`config.mk`:
```
export PLATFORM = sky130hd
export DESIGN_NAME = irq_wake_ctrl
export DESIGN_NICKNAME = d
export VERILOG_FILES = /design/src/irq_wake_pkg.sv /design/src/irq_wake_ctrl.sv
export SDC_FILE = /design/constraint.sdc
export NUM_CORES = 1
export LEC_CHECK = 0
export ABC_AREA = 0
export BUFFER_PORTS_ARGS = -buffer_cell sky130_fd_sc_hd__clkbuf_2
export CORE_MARGIN = 1
export CORE_UTILIZATION = 58
export DETAILED_ROUTE_END_ITERATION = 10
export PLACE_DENSITY = 0.85
export SLEW_MARGIN = 20
export SYNTH_ARGS = -nofsm -noshare
export SYNTH_HDL_FRONTEND = slang
export SYNTH_SLANG_ARGS = --single-unit
```
`constraint.sdc`:
```
create_clock -name CLOCK -period 3.5 [get_ports CLOCK]
set_input_delay 0.175 -clock CLOCK [delete_from_list [all_inputs] [get_ports CLOCK]]
set_output_delay 0.175 -clock CLOCK [all_outputs]
set_load 0.02 [all_outputs]
```
`src/irq_wake_pkg.sv`:
```
package irq_wake_pkg;

    // core sequencer states, gray along run -> push -> fetch
    typedef enum logic [1:0] {
        ST_RUN   = 2'b00,
        ST_PUSH  = 2'b01,
        ST_FETCH = 2'b11,
        ST_WAIT  = 2'b10
    } fsm_e;

    // register byte offsets
    localparam logic [7:0] OFS_EXT_SENS = 8'h00;
    localparam logic [7:0] OFS_PIN_EN   = 8'h04;
    localparam logic [7:0] OFS_SRC_EN   = 8'h08;
    localparam logic [7:0] OFS_SRC_FLAG = 8'h0C;
    localparam logic [7:0] OFS_SRC_DATA = 8'h10;
    localparam logic [7:0] OFS_CORE     = 8'h14;

    // sensitivity codes, two bits per external line
    localparam logic [1:0] SENS_LOW  = 2'h0;
    localparam logic [1:0] SENS_RISE = 2'h1;
    localparam logic [1:0] SENS_FALL = 2'h2;
    localparam logic [1:0] SENS_BOTH = 2'h3;

    // source bit positions in enable and flag registers
    localparam int BIT_TB  = 5;
    localparam int BIT_SEC = 6;
    localparam int NSRC    = 7;

    // core status field positions
    localparam int CORE_MASK_BIT  = 0;
    localparam int CORE_FSM_LSB   = 1;
    localparam int CORE_TRAP_BIT  = 3;
    localparam int CORE_LATCH_LSB = 4;

    // vector numbers and addresses
    localparam logic [3:0]  VEC_TRAP   = 4'h0;
    localparam logic [3:0]  VEC_CLK    = 4'h1;
    localparam logic [3:0]  VEC_EXT0   = 4'h2;
    localparam logic [3:0]  VEC_SPI    = 4'h7;
    localparam logic [15:0] ADDR_RESET = 16'hFFFE;
    localparam logic [15:0] ADDR_TRAP  = 16'hFFFC;
    localparam logic [15:0] ADDR_BASE  = 16'hFFFA;

    // stacking pushes pc, x, a, condition codes: last word index
    localparam logic [1:0] PUSH_LAST = 2'h3;

    // reset values and writable bit masks
    localparam logic [7:0]  RST_SENS    = 8'h00;
    localparam logic [15:0] PIN_EN_MASK = 16'hFF7F;
    localparam logic [1:0]  RESP_OKAY   = 2'h0;
    localparam logic [1:0]  RESP_SLVERR = 2'h2;

    typedef struct packed {
        fsm_e        fsm;
        logic        mask;
        logic        trap;
        logic [1:0]  cnt;
        logic [3:0]  vsel;
        logic        push;
        logic [1:0]  psel;
        logic        load;
        logic [15:0] vaddr;
        logic [7:0]  sens;
        logic [15:0] pen;
        logic [6:0]  en;
        logic [6:0]  flags;
        logic [6:0]  armed;
        logic [3:0]  prev;
        logic [3:0]  latch;
        logic        aw_got;
        logic [7:0]  awaddr;
        logic        w_got;
        logic [31:0] wdata;
        logic [3:0]  wstrb;
        logic        bvalid;
        logic [1:0]  bresp;
        logic        rvalid;
        logic [31:0] rdata;
        logic [1:0]  rresp;
    } st_s;

    localparam st_s ST_RST = '{fsm: ST_RUN, mask: 1'b1, sens: RST_SENS,
                               default: '0};

    // vector number to fetch address; number zero stands for the trap
    function automatic logic [15:0] vec_addr(input logic [3:0] n);
        vec_addr = (n == VEC_TRAP) ? ADDR_TRAP
                                   : ADDR_BASE - {11'h000, n, 1'b0};
    endfunction

    // nand of enabled pins, inverted: high only while all enabled are high
    function automatic logic grp_level(input logic [3:0] pins,
                                       input logic [3:0] en);
        grp_level = &(pins | ~en);
    endfunction

    // lowest set bit wins: trap, then vectors in ascending number
    function automatic logic [3:0] pick(input logic [11:0] req);
        pick = VEC_TRAP;
        for (int i = 11; i >= 0; i--) begin
            if (req[i]) begin
                pick = 4'(i);
            end
        end
    endfunction

endpackage

```
`src/irq_wake_ctrl.sv`:
```
`timescale 1ns/10ps

// What this block does
// - trap is taken at the next boundary whatever the mask bit says
// - external vector taken only when its event occurred and mask is clear
// - external requests raise the halt wake output
// - each external line's sensitivity comes from a software register
// - edge events latch; latch clears when the vector is fetched
// - enabled pins of one group are nanded before detection
// - a low enabled pin blocks the group, even for rising edge
// - peripheral flag interrupts only with mask clear and enable set
// - masked or disabled peripheral flags stay pending
// - writing zero to a flag bit clears that flag
// - status read with flag set then associated access clears flag
// - clearing sequence drops a pending disabled request
// - vector 1 shared by timebase and security; trap above all vectors
// - external lines use vectors 2 to 5 and can exit halt
// - vectors 7 to 11 serve the peripherals, no halt exit
// - clock vector exits active halt only
// - wait stops the cpu while peripherals keep running
// - entering wait clears the mask bit
// - wait lasts until an interrupt, then the vector is taken
// - service pushes four registers, then sets mask and fetches vector in one cycle
// - return from interrupt clears the mask bit
// - mask bit is set after reset
module irq_wake_ctrl (
    input  wire logic        CLOCK,
    input  wire logic        ARST_N,
    input  wire logic        S_AXI_AWVALID,
    output      logic        S_AXI_AWREADY,
    input  wire logic [7:0]  S_AXI_AWADDR,
    input  wire logic        S_AXI_WVALID,
    output      logic        S_AXI_WREADY,
    input  wire logic [31:0] S_AXI_WDATA,
    input  wire logic [3:0]  S_AXI_WSTRB,
    output      logic        S_AXI_BVALID,
    input  wire logic        S_AXI_BREADY,
    output      logic [1:0]  S_AXI_BRESP,
    input  wire logic        S_AXI_ARVALID,
    output      logic        S_AXI_ARREADY,
    input  wire logic [7:0]  S_AXI_ARADDR,
    output      logic        S_AXI_RVALID,
    input  wire logic        S_AXI_RREADY,
    output      logic [31:0] S_AXI_RDATA,
    output      logic [1:0]  S_AXI_RRESP,
    input  wire logic [15:0] EXT_PIN_LEVEL,
    input  wire logic [6:0]  SRC_EVENT,
    input  wire logic        CPU_BOUNDARY,
    input  wire logic        CPU_TRAP,
    input  wire logic        WAIT_FOR_IRQ_INSTR,
    input  wire logic        RETURN_FROM_IRQ_INSTR,
    input  wire logic        CPU_MASK_SET,
    input  wire logic        CPU_MASK_CLR,
    input  wire logic        HALT_MODE,
    input  wire logic        ACTIVE_HALT,
    output      logic        MASK_BIT,
    output      logic        CPU_STOPPED,
    output      logic        STACK_PUSH,
    output      logic [1:0]  STACK_SEL,
    output      logic        VEC_LOAD,
    output      logic [15:0] VEC_ADDR,
    output      logic        HALT_WAKE
);

    irq_wake_pkg::st_s st_q;
    irq_wake_pkg::st_s st_d;

    logic [3:0]  ext_lvl;
    logic [3:0]  ext_edge;
    logic [3:0]  ext_lreq;
    logic [3:0]  ext_req;
    logic        clk_req;
    logic [4:0]  per_req;
    logic [11:0] req;
    logic        take;
    logic        wr_go;
    logic        rd_go;

    // external groups: nand of enabled pins, then edge or level detector
    always_comb begin
        for (int i = 0; i < 4; i++) begin
            logic       any;
            logic [1:0] s;
            any = |st_q.pen[4*i +: 4];
            s = st_q.sens[2*i +: 2];
            ext_lvl[i] = irq_wake_pkg::grp_level(EXT_PIN_LEVEL[4*i +: 4],
                                                 st_q.pen[4*i +: 4]);
            ext_lreq[i] = any && (s == irq_wake_pkg::SENS_LOW)
                          && !ext_lvl[i];
            // a low pin pins the nand high, so no rising edge can form
            ext_edge[i] = any && (
                ((s == irq_wake_pkg::SENS_RISE
                  || s == irq_wake_pkg::SENS_BOTH)
                 && ext_lvl[i] && !st_q.prev[i])
                || ((s == irq_wake_pkg::SENS_FALL
                     || s == irq_wake_pkg::SENS_BOTH)
                    && !ext_lvl[i] && st_q.prev[i]));
        end
    end

    // request vector, bit n is vector n and bit 0 the trap
    assign ext_req = st_q.latch | ext_lreq;
    assign clk_req = (st_q.flags[irq_wake_pkg::BIT_TB]
                      && st_q.en[irq_wake_pkg::BIT_TB])
                     || (st_q.flags[irq_wake_pkg::BIT_SEC]
                         && st_q.en[irq_wake_pkg::BIT_SEC]);
    assign per_req = st_q.flags[4:0] & st_q.en[4:0];
    assign req = {per_req & {5{!st_q.mask}}, 1'b0,
                  ext_req & {4{!st_q.mask}},
                  clk_req && !st_q.mask, st_q.trap};
    // trap bypasses the mask; the cpu cannot run a trap while stopped
    assign take = ((st_q.fsm == irq_wake_pkg::ST_RUN) && CPU_BOUNDARY
                   && (|req))
                  || ((st_q.fsm == irq_wake_pkg::ST_WAIT)
                      && (|req[11:1]));

    // halt exit uses raw requests since halt entry clears the mask
    assign HALT_WAKE = HALT_MODE && ((|ext_req)
                       || (ACTIVE_HALT && clk_req));

    assign wr_go = st_q.aw_got && st_q.w_got && !st_q.bvalid;
    assign rd_go = S_AXI_ARVALID && !st_q.rvalid;

    // all next-state logic: bus slave, sources, sequencer
    always_comb begin
        logic       seq;
        logic [6:0] ev;
        seq = 1'b0;
        ev = SRC_EVENT;
        st_d = st_q;
        st_d.push = 1'b0;
        st_d.load = 1'b0;
        st_d.prev = ext_lvl;

        // write channel capture, either order
        if (S_AXI_AWVALID && !st_q.aw_got) begin
            st_d.aw_got = 1'b1;
            st_d.awaddr = S_AXI_AWADDR;
        end
        if (S_AXI_WVALID && !st_q.w_got) begin
            st_d.w_got = 1'b1;
            st_d.wdata = S_AXI_WDATA;
            st_d.wstrb = S_AXI_WSTRB;
        end
        if (st_q.bvalid && S_AXI_BREADY) begin
            st_d.bvalid = 1'b0;
        end

        // register write once both halves are held
        if (wr_go) begin
            st_d.aw_got = 1'b0;
            st_d.w_got = 1'b0;
            st_d.bvalid = 1'b1;
            st_d.bresp = irq_wake_pkg::RESP_OKAY;
            if (st_q.awaddr == irq_wake_pkg::OFS_EXT_SENS) begin
                if (st_q.wstrb[0]) begin
                    st_d.sens = st_q.wdata[7:0];
                    st_d.latch = 4'h0; // retuning drops stale edges
                end
            end else if (st_q.awaddr == irq_wake_pkg::OFS_PIN_EN) begin
                if (st_q.wstrb[0]) begin
                    st_d.pen[7:0] = st_q.wdata[7:0]
                                    & irq_wake_pkg::PIN_EN_MASK[7:0];
                end
                if (st_q.wstrb[1]) begin
                    st_d.pen[15:8] = st_q.wdata[15:8]
                                     & irq_wake_pkg::PIN_EN_MASK[15:8];
                end
            end else if (st_q.awaddr == irq_wake_pkg::OFS_SRC_EN) begin
                if (st_q.wstrb[0]) begin
                    st_d.en = st_q.wdata[6:0];
                end
            end else if (st_q.awaddr == irq_wake_pkg::OFS_SRC_FLAG) begin
                if (st_q.wstrb[0]) begin
                    st_d.flags = st_q.flags & st_q.wdata[6:0];
                end
            end else if (st_q.awaddr == irq_wake_pkg::OFS_SRC_DATA) begin
                seq = 1'b1;
            end else if (st_q.awaddr != irq_wake_pkg::OFS_CORE) begin
                st_d.bresp = irq_wake_pkg::RESP_SLVERR;
            end
        end

        // register read, answered one cycle after the address
        if (st_q.rvalid && S_AXI_RREADY) begin
            st_d.rvalid = 1'b0;
        end
        if (rd_go) begin
            st_d.rvalid = 1'b1;
            st_d.rresp = irq_wake_pkg::RESP_OKAY;
            st_d.rdata = 32'h0000_0000;
            if (S_AXI_ARADDR == irq_wake_pkg::OFS_EXT_SENS) begin
                st_d.rdata[7:0] = st_q.sens;
            end else if (S_AXI_ARADDR == irq_wake_pkg::OFS_PIN_EN) begin
                st_d.rdata[15:0] = st_q.pen;
            end else if (S_AXI_ARADDR == irq_wake_pkg::OFS_SRC_EN) begin
                st_d.rdata[6:0] = st_q.en;
            end else if (S_AXI_ARADDR == irq_wake_pkg::OFS_SRC_FLAG) begin
                st_d.rdata[6:0] = st_q.flags;
                st_d.armed = st_q.flags;
            end else if (S_AXI_ARADDR == irq_wake_pkg::OFS_SRC_DATA) begin
                seq = 1'b1;
            end else if (S_AXI_ARADDR == irq_wake_pkg::OFS_CORE) begin
                st_d.rdata[irq_wake_pkg::CORE_MASK_BIT] = st_q.mask;
                st_d.rdata[irq_wake_pkg::CORE_FSM_LSB +: 2] = st_q.fsm;
                st_d.rdata[irq_wake_pkg::CORE_TRAP_BIT] = st_q.trap;
                st_d.rdata[irq_wake_pkg::CORE_LATCH_LSB +: 4] = st_q.latch;
            end else begin
                st_d.rresp = irq_wake_pkg::RESP_SLVERR;
            end
        end

        // clearing sequence drops the armed flags even if disabled
        if (seq) begin
            st_d.flags = st_d.flags & ~st_q.armed;
            st_d.armed = 7'h00;
        end
        // flags hold until cleared; a new event beats any clear
        st_d.flags = st_d.flags | ev;
        st_d.armed = st_d.armed & st_d.flags;

        // mask bit control from the core
        if (CPU_MASK_SET) begin
            st_d.mask = 1'b1;
        end
        if (CPU_MASK_CLR || RETURN_FROM_IRQ_INSTR) begin
            st_d.mask = 1'b0;
        end

        // service sequencer
        case (st_q.fsm)
            irq_wake_pkg::ST_RUN: begin
                if (take) begin
                    st_d.fsm = irq_wake_pkg::ST_PUSH;
                    st_d.vsel = irq_wake_pkg::pick(req);
                    st_d.cnt = 2'h0;
                end else if (WAIT_FOR_IRQ_INSTR) begin
                    st_d.fsm = irq_wake_pkg::ST_WAIT;
                    st_d.mask = 1'b0;
                end
            end
            irq_wake_pkg::ST_PUSH: begin
                st_d.push = 1'b1;
                st_d.psel = st_q.cnt;
                st_d.cnt = st_q.cnt + 2'h1;
                if (st_q.cnt == irq_wake_pkg::PUSH_LAST) begin
                    st_d.fsm = irq_wake_pkg::ST_FETCH;
                end
            end
            irq_wake_pkg::ST_FETCH: begin
                st_d.mask = 1'b1;
                st_d.load = 1'b1;
                st_d.vaddr = irq_wake_pkg::vec_addr(st_q.vsel);
                st_d.fsm = irq_wake_pkg::ST_RUN;
                if (st_q.vsel == irq_wake_pkg::VEC_TRAP) begin
                    st_d.trap = 1'b0;
                end
                for (int i = 0; i < 4; i++) begin
                    if (st_q.vsel == irq_wake_pkg::VEC_EXT0 + 4'(i)) begin
                        st_d.latch[i] = 1'b0;
                    end
                end
            end
            irq_wake_pkg::ST_WAIT: begin
                // only the cpu is stopped; sources and bus keep going
                if (take) begin
                    st_d.fsm = irq_wake_pkg::ST_PUSH;
                    st_d.vsel = irq_wake_pkg::pick(req);
                    st_d.cnt = 2'h0;
                end
            end
            default: begin
                st_d.fsm = irq_wake_pkg::ST_RUN;
            end
        endcase

        // set wins over clear for the trap and edge latches
        if (CPU_TRAP) begin
            st_d.trap = 1'b1;
        end
        st_d.latch = st_d.latch | ext_edge;
    end

    // the whole state in one register
    always_ff @(posedge CLOCK or negedge ARST_N) begin
        if (!ARST_N) begin
            st_q <= irq_wake_pkg::ST_RST;
        end else begin
            st_q <= st_d;
        end
    end

    // outputs
    assign S_AXI_AWREADY = !st_q.aw_got;
    assign S_AXI_WREADY  = !st_q.w_got;
    assign S_AXI_BVALID  = st_q.bvalid;
    assign S_AXI_BRESP   = st_q.bresp;
    assign S_AXI_ARREADY = !st_q.rvalid;
    assign S_AXI_RVALID  = st_q.rvalid;
    assign S_AXI_RDATA   = st_q.rdata;
    assign S_AXI_RRESP   = st_q.rresp;
    assign MASK_BIT      = st_q.mask;
    assign CPU_STOPPED   = (st_q.fsm == irq_wake_pkg::ST_WAIT);
    assign STACK_PUSH    = st_q.push;
    assign STACK_SEL     = st_q.psel;
    assign VEC_LOAD      = st_q.load;
    assign VEC_ADDR      = st_q.vaddr;
endmodule

```
==> metrics <==
Worst Setup End Kind output pin; total power 0.00511 W; number of global-route vias before repair 4918; type of the worst min-delay path in -> reg; Clock Sink Count 120; detailed-placement wirelength estimate 9630 um; total negative setup slack 0 ns; iteration count of the initial detailed-routing pass 6; adder-cell share of the synthesized area under 10%; clock latency on the worst-skew pair 0.52 ns; switching share of power approximately a third; count of final hold-check violations 0; GRT Residual Overflow 0; Final Setup Violations 0; Buf/Inv on CP 1; part of the cycle the worst path needs 74.1%; Die Span Y 104 um; final routed wirelength across all metal layers 15300 um; combinational family with the most area after synthesis compound AO/OA/AOI/OAI gates; detail-routed net length per standard cell ~19 um; gate family responsible for the most delay along the worst path compound AO/OA/AOI/OAI gates; start-to-end type of the worst setup path reg -> out; detailed-route DRC error count 0; highest-count cells in the layout ignoring fill and taps 119 x sky130_fd_sc_hd__dfrtp_1, 114 x sky130_fd_sc_hd__clkbuf_2, 59 x sky130_fd_sc_hd__mux2_2, 46 x sky130_fd_sc_hd__nand2_1, 44 x sky130_fd_sc_hd__dlygate4sd3_1; Inserted Diodes 0; FP Rows 36; Global Route Usage Sum 28.9%; weighted congestion at the end of routability-driven global placement a little over 0.9; Min Hold Slack approximately 0.04 ns; synthesized cell area 6060 um^2; synthesized-area fraction occupied by ao, oa, aoi and oai cells between 15 and 20%; combined flip-flop and latch cell area 3000 um^2; wire length of the first global-routing pass about 24000 um; power share of the clock group approximately 31%; deepest level of the CTS H-tree 4; P_int ~0.0034 W; mean cell area of the mapped netlist roughly 11 um^2; CTS tree built; most frequent standard cell in the layout excluding fill and tap cells sky130_fd_sc_hd__dfrtp_1; unrepaired setup endpoints after global routing false; DR vias approximately 5.0k; Vias per Instance approximately 6.1; critical path launch point type flop; power per cell area about 690 nW/um^2; residual antenna-violating net count after detailed routing 0; number of warnings reported in the yosys synthesis log 0; Finished Core Util approximately 74%; fin cells 819; xor/xnor cell area share of the yosys netlist less than 1%; Cell Chain, Critical Path nor2b_1, a2111oi_4, o41a_2, nand4_1, a21oi_1, nor2b_1, clkbuf_2; result of the run complete, no violations; fin nets 773; Slowest cell on crit path sky130_fd_sc_hd__a2111oi_4; number of placed cells counting well taps between 700 and 800; share of cells above drive strength 1 between 30% and 40%; achievable frequency between 300 and 400 MHz; Root Buffer sky130_fd_sc_hd__clkbuf_8; endpoint required time on the critical path ~3.3 ns; max-slew headroom at the worst pin around 22%; pin slew with the least headroom to its limit between 1 and 1.5 ns; Yosys reg bits 120; Boundary Pins roughly 150; most used cell along the critical path sky130_fd_sc_hd__nor2b_1; fin crit period around 2.6 ns; starting density of the core 60.8%; part of the power in combinational logic roughly 28%; Flop pwr share roughly two fifths; number of synthesized flops with an enable pin 0; worst-path fanout max 5; Crit path largest cell delay roughly 0.49 ns; Main synth FF type sky130_fd_sc_hd__dfrtp_1; maximum number of pins on one net before global-route repair 79; area share of and/or/nand/nor cells after synthesis 11.1%; clock transition time at the flip-flop clock pins of the worst setup and hold paths approximately 0.050 ns; area of the core about 10000 um^2; leakage power roughly 3.4 nW; VDD IR-drop max around 0.43 mV; count of port buffers added during placement 115; deepest clock path buffer count 2; sequential cell area fraction in the yosys report about half; final setup skew about 0.011 ns; number of standard cells after synthesis 550; net switching power figure around 0.0017 W; portion of netlist area occupied by mux cells roughly an eighth; unique cell type count in the Yosys netlist 62; Synth async-reset ratio 100%; antenna violations before repair 0; area of the multi-input gates between 2000 and 3000 um^2; Post CTS Setup Buffer Count 0; Total Die Area ~11000 um^2; arrival time of the worst setup path between 2 and 2.5 ns; layout overhead on the synthesized area 21.9%; Max Cap Violations 0; number of CTS-inserted buffers 17; fill count around 640; die span in x between 100 and 150 um; initial DRC count 428; total count of max-transition violations in the final report 0
==> what timing repair did <==
action,in CTS,in global routing
setup endpoints to repair,0,0
gates resized for setup,0,0
endpoints found under the hold margin,120,2
hold buffers,41,3
==> registers in the layout, summed over array words and instances, names as in the netlist <==
signal / flops
MASK_BIT: 1
STACK_PUSH: 1
STACK_SEL: 2
S_AXI_BRESP: 1
S_AXI_BVALID: 1
S_AXI_RDATA: 16
S_AXI_RRESP: 1
S_AXI_RVALID: 1
VEC_ADDR: 6
VEC_LOAD: 1
req: 1
st_q: 88
==> path summary, 6_finish.rpt <==
| path | from | to | depth (start not counted) | slack [ns] |
|---|---|---|---|---|
| max | st_q[121]$_DFFE_PN0P_ | HALT_WAKE | 7 | 0.90 |
| min | WAIT_FOR_IRQ_INSTR | st_q[166]$_DFFE_PN0P_ | 4 | 0.04 |
| max reg2reg | st_q[75]$_DFFE_PN0P_ | st_q[92]$_DFF_PN0_ | 6 | 1.09 |
| min reg2reg | S_AXI_RDATA[6]$_DFFE_PN0P_ | S_AXI_RDATA[6]$_DFFE_PN0P_ | 2 | 0.48 |
| max in group asynchronous | ARST_N | st_q[110]$_DFFE_PN0P_ | 3 | 2.37 |
| min in group asynchronous | ARST_N | st_q[42]$_DFFE_PN0P_ | 2 | 0.36 |
==> per-stage QoR <==
stage | instance area, um^2 | worst slack [ns]
5_1_grt | 7390 | 0.796
3_3_place_gp | 6420 | 1.33
2_1_floorplan | 6120 | 1.50
6_report | 7390 | 0.905
4_1_cts | 7360 | 1.01
3_5_place_dp | 6420 | 1.16
==> power groups by stage <==
stage	Combinational, W	Sequential (W)	Clock, W
finish	0.00141	0.00212	0.00159
global route	0.00153	0.00215	0.00167
CTS	0.00138	0.00209	0.00159
detailed placement	0.00133	0.00211	0
global placement	0.00128	0.00207	0
floorplan	0.00106	0.00200	0
==> Yosys cell counts (all sizes together), types with 10 or more instances <==
cell,number,area (um^2)
dfrtp,119,2980
mux2,60,679
buf,59,428
nand2,46,173
o21ai,30,150
inv,24,90.1
a21oi,17,85.1
nor2,15,56.3
nor3,15,75.1
nor2b,13,88.8
clkbuf,12,45.0
a31oi,10,77.6
o21a,10,82.6
==> cells by family after synthesis <==
kind of cell             after synthesis
adder cells (fa/ha/maj)                6
buffers and inverters                 95
AND/OR/NAND/NOR                      130
multiplexers                          69
other                                  1
flip-flops                           120
AO/OA/AOI/OAI                        128
XOR/XNOR                               1
==> layer usage <==
metal | routed length, um | GRT usage, %
met5 | 0 | 0
met4 | 461 | 14.4
met3 | 1220 | 7.46
met2 | 7590 | 46.9
met1 | 5990 | 35.8
==> area by class of cell <==
| cell class | count | share of cell area (%) |
|---|---|---|
| Sequential cell | 120 | 40.7 |
| Multi-Input combinational cell | 353 | 34.6 |
| Timing Repair Buffer | 161 | 14.2 |
| Clock buffer | 23 | 6.05 |
| Tap cell | 133 | 2.25 |
| Inverter | 24 | 1.22 |
| Clock inverter | 5 | 1.02 |
==> tightest hold or removal path: stages <==
cell	delay, ns
sky130_fd_sc_hd__clkbuf_2	0.09
sky130_fd_sc_hd__nand2_1	0.06
sky130_fd_sc_hd__a21oi_1	0.06
sky130_fd_sc_hd__a2bb2oi_1	0.13
No activity file was read; power rests on OpenSTA's default activity.
